<file path="src/shared/oepv_defs.svh">
// timing counts and geometry constants for the eprom programmer
// assumes a 100 MHz clock (10 ns period)
`ifndef OEPV_DEFS_SVH
`define OEPV_DEFS_SVH
`define OEPV_CLK_NS        10
`define OEPV_PULSE_NS      100000
`define OEPV_PULSE_CYC     (`OEPV_PULSE_NS / `OEPV_CLK_NS)
`define OEPV_SETUP_NS      2000
`define OEPV_SETUP_CYC     ((`OEPV_SETUP_NS + 9) / 10)
`define OEPV_GATE_NS       150
`define OEPV_GATE_CYC      ((`OEPV_GATE_NS + 9) / 10)
`define OEPV_FLOAT_NS      130
`define OEPV_FLOAT_CYC     ((`OEPV_FLOAT_NS + 9) / 10)
`define OEPV_MAX_RETRY     4'd10
`define OEPV_LAST_ADDR     15'h7FFF
`define OEPV_ID_SEL_BIT    0
`endif

</file>
<file path="src/shared/oepv_pkg.sv">
// types shared by the eprom programmer and its bench
// assumes oepv_defs.svh supplies the constants
package oepv_pkg;
   // supply level requests to the external regulators
   typedef enum logic [1:0] {OEPV_SUP_OFF, OEPV_SUP_READ,
                             OEPV_SUP_PROG, OEPV_SUP_ID} oepv_sup_t;
   // memory-side pin bundle driven by the programmer
   typedef struct packed {
      logic [14:0] addr;
      logic        chip_sel_n;
      logic        gate_n;
      logic        id_high_voltage;
      logic [7:0]  data_out;
      logic        data_oe;
   } oepv_pins_t;
   // supply state
   typedef struct packed {
      logic core_on;
      logic core_high;
      logic prog_on;
      logic prog_high;
   } oepv_supply_t;
   // final result
   typedef struct packed {
      logic       busy;
      logic       done;
      logic       pass;
      logic [14:0] fail_addr;
   } oepv_status_t;
endpackage

</file>
<file path="src/hdl/oepv_programmer.sv">
// programmer that burns and verifies a 32K x 8 otp eprom
// assumes a host supplies source bytes on request over a ready/valid port
// and external regulators follow the supply request bits
`timescale 1ns/100ps
`include "oepv_defs.svh"
module oepv_programmer
(
   // clock and reset
   input  wire logic                CLOCK,
   input  wire logic                RSTN,
   input  wire logic                CE,
   // command
   input  wire logic                START,
   input  wire logic                ID_REQ,
   input  wire logic                ID_SEL,
   // source data from host
   input  wire logic [7:0]          SRC_DATA,
   input  wire logic                SRC_VALID,
   output logic                     SRC_REQ,
   output logic [14:0]              SRC_ADDR,
   // memory pins
   input  wire logic [7:0]          DATA_IN,
   output oepv_pkg::oepv_pins_t     PINS,
   output oepv_pkg::oepv_supply_t   SUPPLY,
   // results
   output oepv_pkg::oepv_status_t   STATUS,
   output logic [7:0]               ID_CODE
);
   import oepv_pkg::*;

   typedef enum logic [4:0] {
      S_IDLE, S_SUP_CORE, S_SUP_PROG, S_FETCH, S_SETUP, S_PULSE,
      S_GATE, S_SAMPLE, S_FLOAT, S_NEXT, S_LOWER_PROG, S_LOWER_CORE,
      S_RB_FETCH, S_RB_GATE, S_RB_SAMPLE, S_RB_FLOAT, S_SHUT_PROG,
      S_SHUT_CORE, S_ID_SETUP, S_ID_GATE, S_ID_SAMPLE, S_ID_FLOAT
   } oepv_state_t;

   oepv_state_t   state;
   oepv_state_t   next_state;
   logic [16:0]   timer;
   logic [3:0]    retries;
   logic          read_ok;
   logic          result_pass;
   logic [7:0]    expect_byte;
   logic [7:0]    data_s1;
   logic [7:0]    data_s2;
   oepv_pins_t    pins;
   oepv_supply_t  supply;
   oepv_status_t  status;
   logic          src_req;
   logic [7:0]    id_code;

   // all timed waits are whole cycle counts measured by one down-counter
   function automatic logic [16:0] cyc(input int n);
      cyc = 17'(n - 1);
   endfunction

   wire timer_done = (timer == 17'h00000);
   wire byte_ok    = (data_s2 == expect_byte);
   wire last_addr  = (pins.addr == `OEPV_LAST_ADDR);
   wire retry_out  = (retries == `OEPV_MAX_RETRY);

   // ************************************************************
   // pin synchroniser
   // ************************************************************
   // data pins come from an asynchronous part, two flops first
   always_ff @(posedge CLOCK or negedge RSTN)
   begin
      if (!RSTN)
      begin
         data_s1 <= 8'h00;
         data_s2 <= 8'h00;
      end
      else if (CE)
      begin
         data_s1 <= DATA_IN;
         data_s2 <= data_s1;
      end
   end

   // ************************************************************
   // sequencer next state
   // ************************************************************
   // timed states hold until their timer expires, fetch states until SRC_VALID; gate waits cover
   // synchroniser delay on top of the device's data-valid time
   always_comb
   begin
      next_state = state;
      case (state)
         S_IDLE:
            if (START)
               next_state = S_SUP_CORE;
            else if (ID_REQ)
               next_state = S_ID_SETUP;
         S_SUP_CORE:   if (timer_done) next_state = S_SUP_PROG;
         S_SUP_PROG:   if (timer_done) next_state = S_FETCH;
         S_FETCH:      if (SRC_VALID) next_state = S_SETUP;
         S_SETUP:      if (timer_done) next_state = S_PULSE;
         S_PULSE:      if (timer_done) next_state = S_GATE;
         S_GATE:       if (timer_done) next_state = S_SAMPLE;
         S_SAMPLE:     next_state = S_FLOAT;
         S_FLOAT:
            if (timer_done)
            begin
               if (read_ok)
                  next_state = S_NEXT;
               else if (retry_out)
                  next_state = S_SHUT_PROG;
               else
                  next_state = S_SETUP;
            end
         S_NEXT:       next_state = last_addr ? S_LOWER_PROG : S_FETCH;
         S_LOWER_PROG: if (timer_done) next_state = S_LOWER_CORE;
         S_LOWER_CORE: if (timer_done) next_state = S_RB_FETCH;
         S_RB_FETCH:   if (SRC_VALID) next_state = S_RB_GATE;
         S_RB_GATE:    if (timer_done) next_state = S_RB_SAMPLE;
         S_RB_SAMPLE:  next_state = S_RB_FLOAT;
         S_RB_FLOAT:
            if (timer_done)
            begin
               if (!read_ok || last_addr)
                  next_state = S_SHUT_PROG;
               else
                  next_state = S_RB_FETCH;
            end
         S_SHUT_PROG:  if (timer_done) next_state = S_SHUT_CORE;
         S_SHUT_CORE:  if (timer_done) next_state = S_IDLE;
         S_ID_SETUP:   if (timer_done) next_state = S_ID_GATE;
         S_ID_GATE:    if (timer_done) next_state = S_ID_SAMPLE;
         S_ID_SAMPLE:  next_state = S_ID_FLOAT;
         S_ID_FLOAT:   if (timer_done) next_state = S_IDLE;
         default:      next_state = S_IDLE;
      endcase
   end

   wire entering = (next_state != state);

   // ************************************************************
   // state and timer
   // ************************************************************
   // timer reloads on every state change with that state's wait
   always_ff @(posedge CLOCK or negedge RSTN)
   begin
      if (!RSTN)
      begin
         state <= S_IDLE;
         timer <= 17'h00000;
      end
      else if (CE)
      begin
         state <= next_state;
         if (entering)
         begin
            case (next_state)
               S_PULSE:
                  timer <= cyc(`OEPV_PULSE_CYC);
               S_GATE, S_RB_GATE, S_ID_GATE:
                  timer <= cyc(`OEPV_GATE_CYC + 2);
               S_FLOAT, S_RB_FLOAT, S_ID_FLOAT:
                  timer <= cyc(`OEPV_FLOAT_CYC);
               default:
                  timer <= cyc(`OEPV_SETUP_CYC);
            endcase
         end
         else if (!timer_done)
            timer <= timer - 17'h00001;
      end
   end

   // ************************************************************
   // pins, supplies and bookkeeping
   // ************************************************************
   // outputs are registered from the state being entered
   always_ff @(posedge CLOCK or negedge RSTN)
   begin
      if (!RSTN)
      begin
         pins        <= '{addr: 15'h0000, chip_sel_n: 1'b1, gate_n: 1'b1,
                          id_high_voltage: 1'b0, data_out: 8'h00,
                          data_oe: 1'b0};
         supply      <= '0;
         status      <= '0;
         retries     <= 4'h0;
         read_ok     <= 1'b0;
         result_pass <= 1'b0;
         expect_byte <= 8'h00;
         src_req     <= 1'b0;
         id_code     <= 8'h00;
      end
      else if (CE && entering)
      begin
         pins.chip_sel_n <= 1'b1;
         pins.gate_n     <= 1'b1;
         src_req         <= 1'b0;
         case (next_state)
            S_SUP_CORE:
            begin
               pins.addr     <= 15'h0000;
               status        <= '{busy: 1'b1, default: '0};
               supply        <= '{core_on: 1'b1, core_high: 1'b1,
                                  default: 1'b0};
            end
            S_SUP_PROG:
            begin
               supply.prog_on   <= 1'b1;
               supply.prog_high <= 1'b1;
            end
            S_FETCH:
               src_req <= 1'b1;
            S_RB_FETCH:
            begin
               src_req <= 1'b1;
               if (state == S_RB_FLOAT)
                  pins.addr <= pins.addr + 15'h0001;
            end
            S_SETUP:
            begin
               if (state == S_FETCH)
               begin
                  expect_byte <= SRC_DATA;
                  retries     <= 4'h0;
               end
               else
                  retries <= retries + 4'h1;
               pins.data_out <= (state == S_FETCH) ? SRC_DATA
                                                   : expect_byte;
               pins.data_oe  <= 1'b1;
            end
            S_PULSE:
               pins.chip_sel_n <= 1'b0;
            S_GATE, S_RB_GATE:
            begin
               if (state == S_RB_FETCH)
                  expect_byte <= SRC_DATA;
               pins.data_oe    <= 1'b0;
               pins.chip_sel_n <= 1'b0;
               pins.gate_n     <= 1'b0;
            end
            S_SAMPLE, S_RB_SAMPLE, S_ID_SAMPLE:
            begin
               pins.chip_sel_n <= 1'b0;
               pins.gate_n     <= 1'b0;
            end
            // capture while the gate is still low: output hold after
            // release is not guaranteed, so never decide on float data
            S_FLOAT, S_RB_FLOAT:
               read_ok <= byte_ok;
            S_ID_FLOAT:
               id_code <= data_s2;
            S_NEXT:
               if (!last_addr)
                  pins.addr <= pins.addr + 15'h0001;
            S_LOWER_PROG:
            begin
               pins.data_oe     <= 1'b0;
               supply.prog_high <= 1'b0;
            end
            S_LOWER_CORE:
            begin
               supply.core_high <= 1'b0;
               pins.addr        <= 15'h0000;
            end
            S_SHUT_PROG:
            begin
               // pass only when readback finished clean on last byte
               result_pass   <= (state == S_RB_FLOAT) && read_ok;
               if (state == S_FLOAT)
                  result_pass <= 1'b0;
               pins.data_oe <= 1'b0;
               supply.prog_on   <= 1'b0;
               supply.prog_high <= 1'b0;
            end
            S_SHUT_CORE:
               supply <= '0;
            S_ID_SETUP:
            begin
               pins.id_high_voltage <= 1'b1;
               pins.addr <= {14'h0000, ID_SEL};
               supply    <= '{core_on: 1'b1, default: 1'b0};
               status    <= '{busy: 1'b1, default: '0};
            end
            S_ID_GATE:
            begin
               pins.chip_sel_n <= 1'b0;
               pins.gate_n     <= 1'b0;
            end
            S_IDLE:
            begin
               pins.id_high_voltage <= 1'b0;
               supply    <= '0;
               status    <= '{busy: 1'b0, done: 1'b1,
                              pass: result_pass,
                              fail_addr: pins.addr};
            end
            default:
               pins.data_oe <= pins.data_oe;
         endcase
      end
   end

   assign PINS     = pins;
   assign SUPPLY   = supply;
   assign STATUS   = status;
   assign SRC_REQ  = src_req;
   assign SRC_ADDR = pins.addr;
   assign ID_CODE  = id_code;
endmodule

</file>
<file path="config.mk">
export PLATFORM = sky130hd
export DESIGN_NAME = oepv_programmer
export DESIGN_NICKNAME = d
export VERILOG_FILES = /design/src/shared/oepv_pkg.sv /design/src/hdl/oepv_programmer.sv
export VERILOG_INCLUDE_DIRS = /design/src /design/src/shared
export SDC_FILE = /design/constraint.sdc
export NUM_CORES = 1
export LEC_CHECK = 0
export ABC_AREA = 0
export BUFFER_PORTS_ARGS = -buffer_cell sky130_fd_sc_hd__buf_2
export CELL_PAD_IN_SITES_DETAIL_PLACEMENT = 1
export CELL_PAD_IN_SITES_GLOBAL_PLACEMENT = 1
export CORE_AREA = 3 3 132 134
export CTS_BUF_LIST = sky130_fd_sc_hd__clkbuf_8
export DETAILED_ROUTE_END_ITERATION = 8
export DIE_AREA = 0 0 135 137
export PLACE_DENSITY_LB_ADDON = 0.1
export SYNTH_ARGS = -nofsm -noshare
export SYNTH_HDL_FRONTEND = slang
export SYNTH_SLANG_ARGS = --single-unit
</file>
<file path="constraint.sdc">
create_clock -name CLOCK -period 3.35 [get_ports CLOCK]
set_input_delay 0.67 -clock CLOCK [delete_from_list [all_inputs] [get_ports CLOCK]]
set_output_delay 0.67 -clock CLOCK [all_outputs]
set_load 0.05 [all_outputs]
</file>
==> impl_metrics.toml <==
[power_and_ir_drop]
p_leak_nw = 3.82
p_per_area_mw_per_mm2 = 1040
ir_drop_uv = 461

[yosys]
synth_edf_count = 0
synth-main-ff-cell = "dfrtp_1"
avgSynthCellArea_um2 = 9.83
synthArstFlopShare_pct = 100
synth.distinct_cells = 86
synth_area_mm2 = 0.00647
syn-num-nets = 686
synth-seq-cells = 110
syn_inst = 658
yosysWarnings = 0
synth_area_leaders = "dfrtp_1, a21oi_1, nand2_1"
synth_top_area_share_pct = 41.8
synth_top_area_cell = "dfrtp_1"
yosysSeqAreaShare_pct = 42.6

[setup_path]
arrival_ns = 3.60
crit_fanout = 13
critPathKind = "reg -> reg"
crit_path_max_incr_delay_ns = 0.51
path_cells = "inv_1 > ha_1 > nor4b_4 > and4_1 > buf_12 > mux2i_4 > o31a_1 > nor4_4 > a21oi_4 > o221a_4 > or4b_1 > a21oi_2"
path_buf_inv = 2
rr_endpoint = "SRC_ADDR[6]$_DFFE_PN0P_"
crit_cells = 12
r2r_slack_ns = 0.08
reg2regPathDepth = 12
cp-start-kind = "flip-flop"
endpoint_kind = "flip-flop"
slowest_stage = "or4b_1"
cp_top_family = "simple AND/OR/NAND/NOR gates"
critPathRequiredTime_ns = 3.69
r2r-start = "timer[1]$_DFFE_PN0P_"

[floorplanning]
fp.coreArea_mm2 = 0.0164
dieHeight_um = 137
rows = 47
die_w_um = 135
initial_core_util_pct = 39.4
die_area_mm2 = 0.0185
io_pins = 96

[timing]
min_period_over_period_pct = 97.5
hold_violations = 0
fin_crit_ns = 3.27
setup_viol = 0
slew_headroom_pct = 63.7
tns_ns = 0
max_slew.worst_pin.slew_ns = 0.540
layout_setup_ws_ns = 0.0841
clock_skew_ns = 0.0158
max_freq_ghz = 0.306
rsz0062_at_grt = "true"
slew_viol_final = 0
hold_slack_ns = 0.210

[placed_design]
globalplace.congestion = 0.920
dp_worst_setup_slack_ns = -0.137
place_area_mm2 = 0.00780
place_hpwl_um = 15000
portBuffers = 95

[final_layout]
syn_to_final_growth_pct = 28.1
seq_area_mm2 = 0.00277
drive_above_1_share_pct = 38.9
fin_nets = 851
fillers = 1875
multiInputGateArea_mm2 = 0.00355
final_area_mm2 = 0.00829
final_util_pct = 50.5
antennaDiodeCount = 0

[drt]
dr.pass1.iters = 4
viasPerCell = 5.65
drtAntennaViolNets = 0
drt-initial-drc-count = 361
vias = 5918
wl_per_cell_um = 19.9
drc_errors = 0
wirelength_um = 20800

[clocking]
htreeDepth = 3
cts_tree = "done"
cts.sink_count = 110
clock_latency_ns = 0.41
cts_root_buffer = "clkbuf_8"
numCtsBuffers = 9
clk_pin_slew_ns = 0.12
cts_max_path_buffers = 2

[global_route]
grt-busiest-layer = "met2"
antenna_found_initial = 0
grt_overflow_total = 0
first_global_vias = 6103
met2_usage_pct = 38.5
track_usage_pct = 21.9
use_met1_pct = 28.0
grt_max_degree = 56
grt_first_pass_wirelength_um = 32300
use_met3_pct = 2.98

[run_status]
status = "finished clean"

[min_path]
hold_path_class = "in -> async"

[run]
max-cap-violations = 0
==> power breakdown <==
part / switching (W) / internal (W)
logic: 0.00347 / 0.00232
clock network: 0.000530 / 0.000311
registers: 0.000307 / 0.00167
==> per-layer routing <==
metal	part of all wire, %	wire (µm)
met1	43	9040
met2	51	10500
met3	4.1	845
met4	1.9	390
met5	0	0
==> synthesized netlist by cell type, types with 4 or more instances <==
cell type and instances:
nand2b_1 5, nor2b_1 9, inv_1 16, and3_1 8, mux2_2 18, nor4_1 7, xor2_1 13, nor2_1 46
buf_2 13, ha_1 5, or4_1 11, mux2_1 9, a21oi_1 48, a32o_1 4, nand3_1 16, xnor2_1 4
o21ai_0 30, or4b_1 4, buf_4 17, clkbuf_1 21, nor3_1 13, dfrtp_1 108, nand2_1 57, and4_1 4
a22o_1 19, a31oi_1 11, or3_1 7, mux2_4 8, nand4_1 9, buf_6 5, a21o_1 4, and2_1 9
o31ai_1 15, nand3b_1 6
==> worst max-delay path by stage <==
| stage | slack, ns | endpoint | from |
|---|---|---|---|
| global route | -0.06 | timer[10]$_DFFE_PN0P_ | state[2]$_DFFE_PN0P_ |
| finish | 0.08 | SRC_ADDR[6]$_DFFE_PN0P_ | timer[1]$_DFFE_PN0P_ |
| detailed placement | -0.14 | timer[7]$_DFFE_PN0P_ | START |
| CTS | 0.0003 | SRC_ADDR[6]$_DFFE_PN0P_ | timer[1]$_DFFE_PN0P_ |
| floorplan | 0.02 | STATUS[8]$_DFFE_PN0P_ | SRC_ADDR[8]$_DFFE_PN0P_ |
| global placement | -0.04 | ID_CODE[7]$_DFFE_PN0P_ | state[4]$_DFFE_PN0P_ |
==> sequential cells by signal, indices dropped and copies added (netlist names) <==
name	cells
STATUS	18
timer	17
SRC_ADDR	15
PINS	12
ID_CODE	8
data_s1	8
data_s2	8
expect_byte	8
state	5
SUPPLY	4
retries	4
SRC_REQ	1
read_ok	1
result_pass	1
==> through the flow <==
stage,power (W),cells
floorplan,0.00513,658
global placement,0.00709,1025
detailed placement,0.00724,1025
CTS,0.00821,1042
global route,0.00915,1048
finish,0.00861,1048
==> cell type report <==
type	count	area share, %
Timing Repair Buffer	209	17.3
Sequential cell	110	33.4
Inverter	16	0.725
Clock buffer	10	1.66
Multi-Input combinational cell	477	42.9
Clock inverter	6	0.740
Tap cell	220	3.32
==> layout by cell type (no fill, tap or decap), drive strengths merged, types with 18 or more instances in the layout <==
cell / count
inv: 20
o21ai: 32
nor3: 18
mux2: 35
a21oi: 49
buf: 209
a22o: 19
nand2: 57
dfrtp: 108
nor2: 47
==> logic make-up after synthesis <==
kind of cell,after synthesis,synth area share [%]
mux,38,7.02
fa+ha+maj,5,0.967
flops,110,42.6
xor+xnor,17,2.30
buf+inv,73,6.05
simple gates,237,21.3
compound gates,178,19.8
==> what timing repair did <==
| item | 4_1_cts | 5_1_grt |
|---|---|---|
| resized for setup | 12 | 33 |
| buffers inserted | 1 | 4 |
| endpoints found under the setup margin | 48 | 67 |
| pin swaps | 1 | 7 |
| hold buffers | 0 | 0 |
| gates cloned | 0 | 2 |
Note: power is estimated with default switching activity, not from simulation.
